File: src/rtl/emp_pkg.sv
// Package of constants for the external memory port pin block
package emp_pkg;
  localparam int ADDR_W          = 18;    // Address lines
  localparam int DATA_W          = 24;    // Data lines
  localparam int ATTR_W          = 4;     // Attribute / row strobe lines
  localparam int WAIT_W          = 4;     // Programmed wait-state field width
  localparam int OMR_PRIO_DIS_BIT = 14;   // Priority disable bit position
  localparam int OMR_W           = 24;    // Operating mode word width
  localparam int DRAM_MAX_MHZ    = 100;   // Highest core rate for DRAM access
  localparam int CORE_MHZ        = 125;   // Core clock rate
  localparam logic [3:0] IDLE_CNT = 4'h0; // Wait counter reset value
  // Access sequencer states, one-hot
  typedef enum logic [2:0] {
    EMP_IDLE   = 3'b001,
    EMP_ACCESS = 3'b010,
    EMP_FINISH = 3'b100
  } emp_state_type;
endpackage

File: src/rtl/emp_port.sv
// External memory expansion port pin logic
`timescale 1ns/100ps
`default_nettype none
module emp_port #(
  parameter int CORE_MHZ = emp_pkg::CORE_MHZ
) (
  input  wire logic                       clock,
  input  wire logic                       srst,
  input  wire logic                       bus_grant,
  input  wire logic                       low_power,
  input  wire logic [emp_pkg::OMR_W-1:0]  operating_mode_reg,
  input  wire logic [emp_pkg::WAIT_W-1:0] bus_control_reg,
  input  wire logic                       attr_dram_mode,
  input  wire logic [emp_pkg::ATTR_W-1:0] attr_polarity,
  input  wire logic                       req_valid,
  input  wire logic                       req_write,
  input  wire logic [emp_pkg::ADDR_W-1:0] req_addr,
  input  wire logic [emp_pkg::DATA_W-1:0] req_wdata,
  input  wire logic [emp_pkg::ATTR_W-1:0] req_attr,
  input  wire logic                       transfer_ack_n,
  input  wire logic [emp_pkg::DATA_W-1:0] data_in,
  output logic                            req_ready,
  output logic                            resp_valid,
  output logic [emp_pkg::DATA_W-1:0]      resp_rdata,
  output logic [emp_pkg::ADDR_W-1:0]      addr_out,
  output logic                            addr_oe_n,
  output logic [emp_pkg::DATA_W-1:0]      data_out,
  output logic                            data_oe_n,
  output logic [emp_pkg::ATTR_W-1:0]      attr_select_lines,
  output logic                            attr_oe_n,
  output logic                            read_n,
  output logic                            write_n,
  output logic                            strobe_oe_n,
  output logic                            bus_busy_n,
  output logic                            busy_oe_n
);
  // --------------------------------------------------------------
  // Helpers
  // --------------------------------------------------------------
  // DRAM row strobes are only allowed at or below the limit rate
  localparam bit DRAM_OK = (CORE_MHZ <= emp_pkg::DRAM_MAX_MHZ);
  // Extra finish cycles of a read while the data synchroniser fills
  localparam logic [emp_pkg::WAIT_W-1:0] RD_SYNC_WAIT = 4'h1;

  // Keep only the lowest set attribute bit
  function automatic logic [emp_pkg::ATTR_W-1:0] one_hot_low(
    input logic [emp_pkg::ATTR_W-1:0] v);
    logic [emp_pkg::ATTR_W-1:0] r;
    r = v & (~v + 4'h1);
    return r;
  endfunction

  // --------------------------------------------------------------
  // Synchronisers for pin inputs
  // --------------------------------------------------------------
  logic [1:0]                  ack_sync;    // Acknowledge, two flops
  logic [emp_pkg::DATA_W-1:0]  din_s1;      // Data in, first flop
  logic [emp_pkg::DATA_W-1:0]  din_s2;      // Data in, second flop
  logic [1:0]                  grant_sync;  // Bus grant, two flops

  // Two-stage capture of external pins
  always_ff @(posedge clock) begin
    if (srst) begin
      ack_sync   <= 2'h3;
      grant_sync <= 2'h0;
      din_s1     <= 24'h0;
      din_s2     <= 24'h0;
    end else begin
      ack_sync   <= {ack_sync[0], transfer_ack_n};
      grant_sync <= {grant_sync[0], bus_grant};
      din_s1     <= data_in;
      din_s2     <= din_s1;
    end
  end

  logic ack_n_s;  // Synchronised acknowledge, active low
  logic master;   // Device owns the bus
  assign ack_n_s = ack_sync[1];
  assign master  = grant_sync[1] & ~low_power;

  // --------------------------------------------------------------
  // Access sequencer
  // --------------------------------------------------------------
  emp_pkg::emp_state_type      state;       // Current state
  emp_pkg::emp_state_type      next_state;  // Next state
  logic [emp_pkg::WAIT_W-1:0]  wait_cnt;    // Programmed waits left
  logic [emp_pkg::WAIT_W-1:0]  next_wait_cnt;
  logic                        waited;      // Access had waits
  logic                        next_waited;
  logic                        is_write;    // Current access is a write
  logic                        next_is_write;
  logic [emp_pkg::ADDR_W-1:0]  next_addr_out;
  logic [emp_pkg::DATA_W-1:0]  next_data_out;
  logic [emp_pkg::ATTR_W-1:0]  attr_raw;    // Attribute before polarity
  logic [emp_pkg::ATTR_W-1:0]  next_attr_raw;
  logic                        next_read_n;
  logic                        next_write_n;
  logic                        next_resp_valid;
  logic [emp_pkg::DATA_W-1:0]  next_resp_rdata;
  logic                        next_req_ready;
  logic [emp_pkg::ATTR_W-1:0]  attr_sel;    // Priority-filtered request

  // Next-state logic of the sequencer
  always_comb begin
    next_state      = state;
    next_wait_cnt   = wait_cnt;
    next_waited     = waited;
    next_is_write   = is_write;
    next_addr_out   = addr_out;
    next_data_out   = data_out;
    next_attr_raw   = attr_raw;
    next_read_n     = 1'b1;
    next_write_n    = 1'b1;
    next_resp_valid = 1'b0;
    next_resp_rdata = resp_rdata;
    next_req_ready  = 1'b0;
    // Priority unless disabled by the mode word
    if (operating_mode_reg[emp_pkg::OMR_PRIO_DIS_BIT]) begin
      attr_sel = req_attr;
    end else begin
      attr_sel = one_hot_low(req_attr);
    end
    // Row strobe use suppressed above the DRAM rate limit
    if (attr_dram_mode && !DRAM_OK) begin
      attr_sel = 4'h0;
    end
    case (state)
      emp_pkg::EMP_IDLE: begin
        next_req_ready = master;
        // Address left alone while idle
        if (master && req_valid && req_ready) begin
          next_state    = emp_pkg::EMP_ACCESS;
          next_addr_out = req_addr;
          next_data_out = req_wdata;
          next_attr_raw = attr_sel;
          next_is_write = req_write;
          next_wait_cnt = bus_control_reg;
          next_waited   = (bus_control_reg != emp_pkg::IDLE_CNT);
          next_req_ready = 1'b0;
          // Exactly one strobe per access
          next_read_n   = req_write;
          next_write_n  = ~req_write;
        end
      end
      emp_pkg::EMP_ACCESS: begin
        next_read_n  = is_write;
        next_write_n = ~is_write;
        if (!master) begin
          next_state = emp_pkg::EMP_IDLE;
          next_read_n  = 1'b1;
          next_write_n = 1'b1;
        end else if (wait_cnt != emp_pkg::IDLE_CNT) begin
          next_wait_cnt = wait_cnt - 4'h1;
        end else if (!waited || !ack_n_s) begin
          next_state      = emp_pkg::EMP_FINISH;
          next_read_n     = 1'b1;
          next_write_n    = 1'b1;
          next_resp_valid = is_write;
          next_wait_cnt   = is_write ? emp_pkg::IDLE_CNT : RD_SYNC_WAIT;
          next_attr_raw   = 4'h0;
        end
      end
      emp_pkg::EMP_FINISH: begin
        // Reads wait here until the bus word has crossed both data flops
        if (wait_cnt != emp_pkg::IDLE_CNT) begin
          next_wait_cnt = wait_cnt - 4'h1;
        end else begin
          next_state      = emp_pkg::EMP_IDLE;
          next_req_ready  = master;
          next_resp_valid = ~is_write;
          next_resp_rdata = is_write ? resp_rdata : din_s2;
        end
      end
      default: begin
        next_state = emp_pkg::EMP_IDLE;
      end
    endcase
  end

  // Register the sequencer
  always_ff @(posedge clock) begin
    if (srst) begin
      state      <= emp_pkg::EMP_IDLE;
      wait_cnt   <= emp_pkg::IDLE_CNT;
      waited     <= 1'b0;
      is_write   <= 1'b0;
      addr_out   <= 18'h0;
      data_out   <= 24'h0;
      attr_raw   <= 4'h0;
      read_n     <= 1'b1;
      write_n    <= 1'b1;
      resp_valid <= 1'b0;
      resp_rdata <= 24'h0;
      req_ready  <= 1'b0;
    end else begin
      state      <= next_state;
      wait_cnt   <= next_wait_cnt;
      waited     <= next_waited;
      is_write   <= next_is_write;
      addr_out   <= next_addr_out;
      data_out   <= next_data_out;
      attr_raw   <= next_attr_raw;
      read_n     <= next_read_n;
      write_n    <= next_write_n;
      resp_valid <= next_resp_valid;
      resp_rdata <= next_resp_rdata;
      req_ready  <= next_req_ready;
    end
  end

  // --------------------------------------------------------------
  // Output enables and line polarity
  // --------------------------------------------------------------
  logic                        next_addr_oe_n;
  logic                        next_data_oe_n;
  logic                        next_ctl_oe_n;
  logic [emp_pkg::ATTR_W-1:0]  next_attr;

  // Enables follow mastership; data drives only for writes
  always_comb begin
    next_addr_oe_n = ~master;
    next_ctl_oe_n  = ~master;
    // Data drives on writes; while off, data_out keeps its value until the next request (read or write) loads req_wdata
    next_data_oe_n = ~(master && (next_state == emp_pkg::EMP_ACCESS)
                       && next_is_write);
    // Row strobe polarity per line in DRAM mode, else active high
    if (attr_dram_mode) begin
      next_attr = next_attr_raw ^ attr_polarity;
    end else begin
      next_attr = next_attr_raw;
    end
  end

  // Register enables, attribute pins and busy indication
  always_ff @(posedge clock) begin
    if (srst) begin
      addr_oe_n         <= 1'b1;
      data_oe_n         <= 1'b1;
      strobe_oe_n       <= 1'b1;
      attr_oe_n         <= 1'b1;
      busy_oe_n         <= 1'b1;
      bus_busy_n        <= 1'b1;
      attr_select_lines <= 4'h0;
    end else begin
      addr_oe_n         <= next_addr_oe_n;
      data_oe_n         <= next_data_oe_n;
      strobe_oe_n       <= next_ctl_oe_n;
      attr_oe_n         <= next_ctl_oe_n;
      busy_oe_n         <= next_ctl_oe_n;
      bus_busy_n        <= ~master;
      attr_select_lines <= next_attr;
    end
  end
endmodule
`default_nettype wire

File: config.mk
export PLATFORM = sky130hd
export DESIGN_NAME = emp_port
export DESIGN_NICKNAME = d
export VERILOG_FILES = /design/src/rtl/emp_pkg.sv /design/src/rtl/emp_port.sv
export SDC_FILE = /design/constraint.sdc
export NUM_CORES = 1
export LEC_CHECK = 0
export ABC_AREA = 1
export ABC_CLOCK_PERIOD_IN_PS = 2000
export BUFFER_PORTS_ARGS = -buffer_cell sky130_fd_sc_hd__buf_2
export CAP_MARGIN = 0
export CELL_PAD_IN_SITES_DETAIL_PLACEMENT = 2
export CELL_PAD_IN_SITES_GLOBAL_PLACEMENT = 2
export CORE_MARGIN = 2
export CORE_UTILIZATION = 28
export DETAILED_ROUTE_END_ITERATION = 10
export GPL_ROUTABILITY_DRIVEN = 0
export PLACE_DENSITY_LB_ADDON = 0.1
export REMOVE_ABC_BUFFERS = 1
export SETUP_SLACK_MARGIN = 0.05
export SLEW_MARGIN = 0
export SYNTH_ARGS = -nofsm -noshare
export SYNTH_HDL_FRONTEND = slang
export SYNTH_SLANG_ARGS = --single-unit
File: constraint.sdc
create_clock -name clock -period 2 [get_ports clock]
set_input_delay 0.1 -clock clock [delete_from_list [all_inputs] [get_ports clock]]
set_output_delay 0.1 -clock clock [all_outputs]
set_load 0.01 [all_outputs]
* Word-level counts from Yosys, hierarchy flattened
Index checks and enable logic that the tools add are counted.
** Word-level totals
- Register bits :: 141
- Bits of input ports :: 110
- Output and inout port bits :: 80
- Word-level logic and storage cells :: 93
** Cells by class
- Add/subtract/negate cells :: 2
- Eq/ne operators :: 8
- Mux-type cells :: 41
- Bitwise logic cells :: 10
- Reductions and logical operators :: 13
** Operator list (count)
- two-way mux 4 bit :: 12
- two-way mux 1 bit :: 17
- two-way mux 3 bit :: 5
- one-hot mux 4 bit (3 select lines) :: 1
- one-hot mux 3 bit (3 select lines) :: 1
- one-hot mux 1 bit (2 select lines) :: 4
- one-hot mux 4 bit (2 select lines) :: 1
- nonzero test 4 bit :: 2
- == test 3 x 2 -> 1 bit, second input constant :: 2
- inequality test 2 bit, second input constant :: 3
- NOT 1 bit :: 6
- AND reduction 5 bit :: 1
- adder 4 x 1 -> 4 bit, second input constant :: 1
- AND 4 bit :: 1
- logical AND 1 bit :: 4
- NOT 4 bit :: 1
- subtractor 4 x 1 -> 4 bit, second input constant :: 1
- XOR 4 bit :: 1
- == test 3 x 1 -> 1 bit, second input constant :: 1
- == test 3 bit, second input constant :: 1
- inequality test 3 bit, second input constant :: 1
- AND reduction 3 bit :: 1
- nonzero test 3 bit :: 1
- zero test 1 bit :: 2
- 3 further kinds :: 3

* Depth between registers and ports, before layout
Gate-level depths: netlist (run 1).
- Word-level depth :: 10
- Mapped depth :: 12
- Gate-level depth less buffers :: 12

* Worst setup path before layout (run 1)
Ideal clock, no wire load.
- Path kind :: register to register
- Start point :: reg wait_cnt[0] (netlist name)
- End point :: reg wait_cnt[0] (netlist name)
- Setup time :: 114 ps
- Arrival :: 1241 ps
- Data required time :: 1886 ps
- Slack :: 645 ps
- Stages on the path, launching flop included :: 12
- Buffers on the path :: 0
- Clock period less this slack :: 1355 ps
- Path through :: dfxtp_1 > inv_1 > ha_1 > nand2_1 > nor2_4 > nand2_2 > nand2_1 > nor2_4 > nand2_2 > nand2_1 > nand2_1 > nor2_2
** On the way
- Word-level cells in the longest chain between the ends :: 4
- Elaborated cells on any way between the ends :: 9
- Those cells by class :: 1 x add/sub; 2 x eq/ne; 4 x mux; 2 x reduce/logical
** RTL lines
- from (decl) :: line emp_port.sv:86 : logic [emp_pkg::WAIT_W-1:0] wait_cnt;
- from (signal assigned) :: line emp_port.sv:184 : wait_cnt <= emp_pkg::IDLE_CNT;
- from (signal assigned) :: line emp_port.sv:197 : wait_cnt <= next_wait_cnt;
- subtractor 4 x 1 -> 4 bit or nonzero test 4 bit (tied branches)
- two-way mux 4 bit :: line emp_port.sv:152 : end else if (wait_cnt != emp_pkg::IDLE_CNT) begin
- two-way mux 4 bit :: line emp_port.sv:148 : if (!master) begin
- one-hot mux 4 bit (3 select lines) :: line emp_port.sv:127 : case (state)
Several ways; a longest one is shown, not always the timed one. The select of a mux whose other input is x is not followed.
A chain may end at the register's enable or synchronous reset.

* Worst setup path after layout (run 1)
- Start point :: reg wait_cnt[0] (netlist name)
- End point :: reg resp_rdata[15] (netlist name)
** On the way
- Word-level cells in the longest chain between the ends :: 3
** RTL lines
- nonzero test 4 bit :: line emp_port.sv:165 : if (wait_cnt != emp_pkg::IDLE_CNT) begin
- NOT 1 bit (no line)
- AND reduction 3 bit (no line)
- to (signal assigned) :: line emp_port.sv:206 : resp_rdata <= next_resp_rdata;
- to (decl) :: line emp_port.sv:24 : output logic [emp_pkg::DATA_W-1:0] resp_rdata,
Every way passes these cells.

==> metrics.txt, run 1 <==
max_slew headroom 75.1%; PD cells 891 nW/µm²; number of fill cells 1,963; Clock Latency Late Sink 0.42 ns; path depth of the worst reg2reg path 9; Final Max Tran Viols 0; GRT Util Overall 18.1%; clock-pin slew on the worst setup and hold paths 0.06 ns; Mapped Area 4990 µm²; Avg Cell Area, Syn 7.88 µm²; mux cell area share after synthesis 0%; simple-gate area share of the yosys netlist 24.8%; FF+latch count, synth 141; die area 18,900 µm²; row cnt 48; most frequent cells in the layout nor2_1, buf_2, dfxtp_1; unrepaired setup endpoints after global routing false; largest family of logic cells by synthesized area simple AND/OR/NAND/NOR gates; Yosys cell types 29; Hold Crit Start req_write; met2 GRT Util 33.7%; layout cell share with drive strength beyond 1 26.1%; Synth Area in Compound Gates 8.69%; Hold Path Stages 3; fin nets 981; Vert. Die Dim 138 µm; hold endpoint read_n; Seq/Total Area, Yosys 56.5%; GRT met1 Usage 19.4%; CTS tree built; Root Buffer clkbuf_16; DRT iter0 DRCs 189; grt ovf 0; synthesis-to-finish area growth 47.9%; initial core utilization 28.8%; post-route ant nets 0; Worst VDD drop 0.531 mV; routed via count 4,862; Cell Count, Final, Fillers Out 1,107; fin crit share 82.6%; asr flop ratio synth 0%; r2r setup slk 0.35 ns; clock sink count 141; Final Hold Fails 0; Post-synth top flop dfxtp_1; CP Data Arrival Time 2.00 ns; largest net degree at the start of global routing 78; Hold Crit Class in2reg; cell count after synthesis 634; outcome finished clean; DRT Pass-1 Iters 4; Ys Warns 0; Detail Placement HPWL 10,700 µm; initial antenna violation count 0; setup violators final 0; CTS Buf Count 17; met3 usage in global routing 4.71%; ant diodes 0; Routed WL 16,500 µm; worst-margin pin slew 0.374 ns; CORE AREA 17,400 µm²; post-layout min period 1.65 ns; io pins 190; Crit Reg-Reg Endpoint resp_rdata[15]; chip width 138 µm; wire per inst 14.9 µm; xor and xnor fraction of the mapped netlist area 0.351%; most common cell after layout, fill and taps aside nor2_1; CTS H-tree depth 4; CTS max path bufs 2; startpoint type of the worst setup path register; setup TNS 0 ns; routed vias/inst 4.39; CP Class reg2reg; MaxCap Viol Count 0; drt drc 0; f_max 0.605 GHz; Critical Path RT 2.35 ns; # port buffers 166; Static Leak 3.53 nW; Crit. End Element register; placed instance count 1,001; final worst clock skew 0.00791 ns; vias in the first global route 5,244; Synth Area in Adders 0.501%; gr busiest metal met2; reg2reg start wait_cnt[0]; Crit Path Max Fanout 13; first-pass GRT wire length 26,100 µm; post-CTS setup buffers 0; EDFF count, synth 0
cell families after synthesis:
group	Yosys count
adder cells (fa/ha/maj)	2
flip-flops	141
AO/OA/AOI/OAI	85
AND/OR/NAND/NOR	297
buffers and inverters	107
XOR/XNOR	2
layer usage:
metal  wire (µm)  part of all wire (%)  vias up
met4         286                   1.7        0
met3         869                   5.3       30
met2        8570                    52      131
met5           0                     0        -
li1            -                     -     2402
met1        6800                    41     2299
cells in the mapped netlist (2+ instances only):
| library cell | n | area (µm²) |
|---|---|---|
| a21oi_1 | 10 | 50.1 |
| buf_2 | 4 | 20.0 |
| buf_4 | 8 | 60.1 |
| buf_6 | 2 | 22.5 |
| clkbuf_1 | 16 | 60.1 |
| dfxtp_1 | 141 | 2820 |
| ha_1 | 2 | 25.0 |
| inv_1 | 67 | 251 |
| inv_2 | 8 | 30.0 |
| nand2_1 | 57 | 214 |
| nand2_2 | 5 | 31.3 |
| nand3_1 | 14 | 70.1 |
| nand3_4 | 2 | 35.0 |
| nor2_1 | 204 | 766 |
| nor2_2 | 4 | 25.0 |
| nor2_4 | 4 | 45.0 |
| o21ai_0 | 41 | 205 |
| o21ai_1 | 31 | 155 |
| o31ai_1 | 2 | 15.0 |
| or2_2 | 2 | 12.5 |
| xor2_1 | 2 | 17.5 |
state kept, by name, indices dropped and copies added, names as in the netlist, 2 cells and up:
register	cells
wait_cnt	4
attr_select_lines	4
resp_rdata	24
data_out	24
addr_out	18
din_s2	24
attr_raw	4
ack_sync	2
state	3
din_s1	24
grant_sync	2
report_power, final:
part,total [W],switching (W),internal (W)
logic,0.000382,0.000173,0.000209
registers,0.00288,0.0000150,0.00286
clock network,0.00332,0.00120,0.00212
total,0.00658,0.00139,0.00519
worst max-delay path by stage:
stage	start	to	slack, ns	cells after the start
2_1_floorplan	state[1]	data_oe_n	0.37	8
5_1_grt	wait_cnt[0]	resp_rdata[4]	0.16	8
3_5_place_dp	wait_cnt[0]	resp_rdata[15]	0.33	9
4_1_cts	wait_cnt[0]	resp_rdata[15]	0.32	9
6_report	wait_cnt[0]	resp_rdata[15]	0.35	9
3_3_place_gp	wait_cnt[0]	resp_rdata[11]	0.41	9
through the flow:
stage               hold WS [ns]  area (µm²)  utilization, %  total power, W  setup WS, ns
floorplan                  0.169        4830               -         0.00304         0.374
global route              0.0512        7390            42.6         0.00685         0.165
CTS                       0.0215        7390            42.6         0.00666         0.317
global placement           0.288        6030            34.7         0.00319         0.406
detailed placement         0.295        6030            34.7         0.00321         0.335
finish                    0.0373        7390            42.6         0.00658         0.347
what timing repair did:
action	4_1_cts	5_1_grt
hold buffers	74	0
endpoints found under the setup margin	0	0
hold endpoints to repair	73	0
resized for setup	0	0
layout make-up:
cell class                 count  area [µm²]  area share [%]
sequential                   141        2820            38.2
multi-input combinational    386        1720            23.2
timing repair buffer         247        1660            22.5
clock buffer                  22         454            6.15
inverter                      76         288            3.90
tap                          225         282            3.81
clock inverter                10         164            2.22
worst max-delay path: stages (launching register included):
cell and delay (ns):
dfxtp_1 0.29, inv_1 0.13, ha_1 0.20, nand2_1 0.09, nor2_4 0.19, nand3_4 0.10
inv_2 0.23, buf_12 0.18, nor2_1 0.04, nor2_1 0.10
Note: power is estimated with default switching activity, not from simulation.
==> inputs of run 2 (changes only) <==
--- a/config.mk
+++ b/config.mk
@@ -5,8 +5,8 @@
 export SDC_FILE = /design/constraint.sdc
 export NUM_CORES = 1
 export LEC_CHECK = 0
-export ABC_AREA = 1
-export ABC_CLOCK_PERIOD_IN_PS = 2000
+export ABC_AREA = 0
+export ABC_CLOCK_PERIOD_IN_PS = 1690
 export BUFFER_PORTS_ARGS = -buffer_cell sky130_fd_sc_hd__buf_2
 export CAP_MARGIN = 0
 export CELL_PAD_IN_SITES_DETAIL_PLACEMENT = 2
==> constraint.sdc (replaced) <==
create_clock -name clock -period 1.69 [get_ports clock]
set_input_delay 0.0845 -clock clock [delete_from_list [all_inputs] [get_ports clock]]
set_output_delay 0.0845 -clock clock [all_outputs]
set_load 0.01 [all_outputs]
==> metrics.txt, run 2 <==
row cnt 48; CORE AREA 17,300 µm²; Static Leak 3.50 nW; clock sink count 141; layout cell share with drive strength beyond 1 41.5%; startpoint type of the worst setup path register; most frequent cells in the layout buf_2, dfxtp_1, nand2_1; io pins 190; # port buffers 166; Worst VDD drop 0.692 mV; Final Max Tran Viols 0; Met3 Routed Length 1140 µm; routed vias/inst 4.68; initial core utilization 28.6%; Seq/Total Area, Yosys 57.0%; Detail Placement HPWL 11,000 µm; CP Data Arrival Time 2.23 ns; DRT iter0 DRCs 124; GRT Util Overall 20.4%; r2r setup slk -0.23 ns; drt drc 0; wire per inst 18.5 µm; violations in the final reports setup timing; Routed WL 19,600 µm; Top Layer Used met4; routed via count 4,936; Crit Path Max Fanout 6; Clock Latency Late Sink 0.42 ns; number of fill cells 1,845; CTS Buf Count 17; Hold Crit Start bus_control_reg[1]; MaxCap Viol Count 0; worst-margin pin slew 0.452 ns; post-layout min period 1.92 ns; Cell Area, Placed 6140 µm²; Vert. Die Dim 137 µm; setup TNS -5.98 ns; grt ovf 0; Avg Cell Area, Syn 9.12 µm²; most common cell after layout, fill and taps aside buf_2; final hold slack 0.000445 ns; Root Buffer clkbuf_16; Crit Reg-Reg Endpoint resp_rdata[13]; reg2reg start wait_cnt[1]; setup violators final 35; max_slew headroom 69.8%; die area 18,800 µm²; fin crit share 113%; Final Hold Fails 0; Yosys cell types 52; first-pass GRT wire length 29,000 µm; initial antenna violation count 2; DRT Pass-1 Iters 4; chip width 137 µm; synthesis-to-finish area growth 67.3%; Synth area leader dfxtp_1; CP Class reg2reg; Hold Crit Class in2reg; post-route ant nets 0; Post-synth top cells dfxtp_1, nand2_1, a21oi_1, nor2b_1, clkbuf_1; multi-input logic area 2320 µm²; hold endpoint waited; met2 wire len 10,500 µm; cell count after synthesis 543; Seq. cell area 2830 µm²; Ys Warns 0; unrepaired setup endpoints after global routing true; Hold Path Stages 3; post-layout util 47.9%; CTS max path bufs 2; f_max 0.522 GHz; total chip power 0.00756 W; design area 8290 µm²; path depth of the worst reg2reg path 7; outcome complete, but fails checks; vias in the first global route 5,598; CTS tree built; EDFF count, synth 0; CTS H-tree depth 4; Mapped Area 4950 µm²; final worst clock skew 0.00961 ns; fin nets 929; asr flop ratio synth 0%; PD cells 911 nW/µm²; share of the synthesized area in the top cell type 57.0%; largest cells by area after synthesis dfxtp_1, nand2_1, a21oi_1; Post-synth top flop dfxtp_1; post-route setup slack -0.225 ns; clock-pin slew on the worst setup and hold paths 0.06 ns; FF+latch count, synth 141; Critical Path RT 2.00 ns; Crit. End Element register; routed length on met1 7450 µm; largest net degree at the start of global routing 66
run 2: what timing repair did:
item,4_1_cts,5_1_grt
hold endpoints to repair,74,0
buffers inserted,14,5
hold buffers,72,0
pin swaps,24,27
setup endpoints to repair,83,87
gates resized for setup,62,66
gates cloned,5,6
run 2: cells by family (layout without fill, tap and decap cells):
family,after synthesis,in the layout,share of synthesized area (%)
DFF,141,141,57.0
xor gates and xnor gates,2,2,0.354
buffers and inverters,48,331,5.23
and+or+nand+nor,238,240,23.2
AOI/OAI and AO/OA,107,107,12.6
other,0,2,0
muxes,5,5,1.14
adders and majority gates,2,2,0.505
run 2: layout make-up:
| class | instances | share of cell area [%] |
|---|---|---|
| Multi-Input combinational cell | 356 | 28.0 |
| Clock buffer | 20 | 5.63 |
| Sequential cell | 141 | 34.1 |
| Timing Repair Buffer | 295 | 27.2 |
| Antenna cell | 2 | 0.0604 |
| Tap cell | 225 | 3.40 |
| Inverter | 6 | 0.272 |
| Clock inverter | 10 | 1.39 |
run 2: critical path, cell delays in order, from the launching register on:
cell     delay [ns]
dfxtp_2        0.33
inv_2          0.08
ha_4           0.12
or3b_4         0.41
buf_4          0.17
or4_4          0.49
nand2_1        0.14
a21oi_2        0.06
run 2: through the flow:
stage                     setup WS (ns)  cells
after floorplan                   -1.45    501
after global placement           -0.286    925
after detailed placement         -0.365    925
after CTS                        -0.224   1046
after global routing             -0.311   1055
final                            -0.225   1055
run 2: worst max path at each step:
stage	startpoint	to	slack, ns
CTS	wait_cnt[1]	wait_cnt[1]	-0.22
detailed placement	wait_cnt[1]	resp_rdata[3]	-0.36
global route	wait_cnt[1]	resp_rdata[2]	-0.31
finish	wait_cnt[1]	resp_rdata[13]	-0.23
floorplan	state[0]	wait_cnt[1]	-1.45
global placement	wait_cnt[0]	wait_cnt[1]	-0.29
run 2: power by group:
group / switching [W] / internal [W] / total, W
clock network: 0.00145 / 0.00227 / 0.00372
registers: 0.0000243 / 0.00339 / 0.00341
logic: 0.000173 / 0.000250 / 0.000423
total: 0.00165 / 0.00591 / 0.00756
run 2: layer usage:
layer  track usage [%]  up-vias
met3              6.74       32
met5                 0        -
met2              38.0      139
li1                  -     2343
met4              7.33        0
met1              21.2     2422
==> inputs of run 3 (changes only) <==
--- a/config.mk
+++ b/config.mk
@@ -15,7 +15,7 @@
 export CORE_UTILIZATION = 28
 export DETAILED_ROUTE_END_ITERATION = 10
 export GPL_ROUTABILITY_DRIVEN = 0
-export PLACE_DENSITY_LB_ADDON = 0.1
+export PLACE_DENSITY = 0.84
 export REMOVE_ABC_BUFFERS = 1
 export SETUP_SLACK_MARGIN = 0.05
 export SLEW_MARGIN = 0
==> metrics.txt, run 3 (same netlist as run 2, synthesis figures left out) <==
Critical Path RT 1.97 ns; Crit Path Max Fanout 6; share of power burned in registers 43.9%; max_slew headroom 67.2%; vias in the first global route 5,811; clock sink count 141; worst-margin pin slew 0.492 ns; io pins 190; unrepaired setup endpoints after global routing true; final worst clock skew 0.0182 ns; Clock Latency Late Sink 0.42 ns; Hold Crit Class in2reg; routed vias/inst 4.85; clock-pin slew on the worst setup and hold paths 0.06 ns; Switching Share 21.1%; chip width 137 µm; f_max 0.521 GHz; net switching power 0.00164 W; GRT met1 Usage 21.8%; met2 GRT Util 42.4%; gr busiest metal met2; post-layout min period 1.92 ns; ant diodes 0; Static Leak 3.68 nW; largest net degree at the start of global routing 73; CTS tree built; design area 8520 µm²; most common cell after layout, fill and taps aside buf_2; routed via count 5,092; initial core utilization 28.6%; synthesis-to-finish area growth 71.9%; CP Class reg2reg; grt ovf 0; CTS max path bufs 2; drt drc 0; Final Hold Fails 0; DRT iter0 DRCs 193; # port buffers 166; DRT Pass-1 Iters 5; CORE AREA 17,300 µm²; setup violators final 53; CTS H-tree depth 4; r2r setup slk -0.23 ns; initial antenna violation count 1; PD cells 912 nW/µm²; post-route setup slack -0.231 ns; fin crit share 114%; number of fill cells 1,728; clock power share 50.2%; setup TNS -6.37 ns; Detail Placement HPWL 11,100 µm; CTS Buf Count 17; met3 usage in global routing 6.96%; CP Data Arrival Time 2.20 ns; Cell Area, Placed 6090 µm²; MaxCap Viol Count 0; Vert. Die Dim 137 µm; layout cell share with drive strength beyond 1 44.8%; GRT Util Overall 22.0%; Routed WL 23,400 µm; Root Buffer clkbuf_16; Crit. End Element register; fin nets 927; Pint 0.00613 W; startpoint type of the worst setup path register; die area 18,800 µm²; violations in the final reports setup timing; post-route ant nets 0; row cnt 48; post-layout util 49.2%; first-pass GRT wire length 31,000 µm; logic gate share of total power 5.9%; wire per inst 22.3 µm; Final Max Tran Viols 0; most frequent cells in the layout buf_2, dfxtp_1, nand2_1; outcome complete, but fails checks; Worst VDD drop 0.672 mV
[run 3: final cells by class]
class | instances | area, µm² | share of cell area (%)
Clock inverter | 5 | 108 | 1.26
Timing Repair Buffer | 293 | 2240 | 26.4
Inverter | 6 | 22.5 | 0.264
Multi-Input combinational cell | 356 | 2530 | 29.7
Clock buffer | 23 | 498 | 5.85
Tap cell | 225 | 282 | 3.31
Sequential cell | 141 | 2830 | 33.2
[run 3: what timing repair did]
| action | in CTS | in global routing |
|---|---|---|
| cloned | 5 | 6 |
| resized for setup | 68 | 112 |
| pin swaps | 47 | 63 |
| setup buffers | 13 | 6 |
| endpoints found under the hold margin | 73 | 0 |
| setup endpoints to repair | 85 | 83 |
| hold buffers | 74 | 0 |
[run 3: path summary, 6_finish.rpt]
path | from | end | cells past startpoint
hold reg to reg | ack_sync[0] | ack_sync[1] | 1
setup reg to reg | wait_cnt[1] | resp_rdata[9] | 7
setup / recovery | wait_cnt[1] | resp_rdata[9] | 7
hold / removal | bus_control_reg[3] | waited | 3
[run 3: power groups by stage]
stage                     combinational [W]  clock [W]  sequential, W
after global routing               0.000495    0.00410        0.00341
after detailed placement           0.000259          0        0.00348
after global placement             0.000247          0        0.00347
final                              0.000461    0.00390        0.00341
after CTS                          0.000407    0.00392        0.00341
after floorplan                   0.0000634          0        0.00347
[run 3: metrics by stage]
step	total power, W	setup WS [ns]	instances	hold slack (ns)
finish	0.00777	-0.231	1049	0.0193
global route	0.00801	-0.286	1049	0.0371
CTS	0.00774	-0.209	1039	0.00925
detailed placement	0.00374	-0.387	919	0.284
global placement	0.00372	-0.273	919	0.274
floorplan	0.00354	-1.45	501	0.147
[run 3: worst max-delay path, cell delays in order (launching register included)]
cell and delay [ns]:
dfxtp_2 0.32, inv_2 0.07, ha_4 0.13, or3b_4 0.41, buf_4 0.17, or4_4 0.49, nand2_1 0.11, a21oi_1 0.07
[run 3: layer usage]
metal | vias up | share of wire (%)
li1 | 2337 | -
met5 | - | 0
met2 | 173 | 55
met4 | 0 | 3.3
met3 | 46 | 5.2
met1 | 2536 | 37
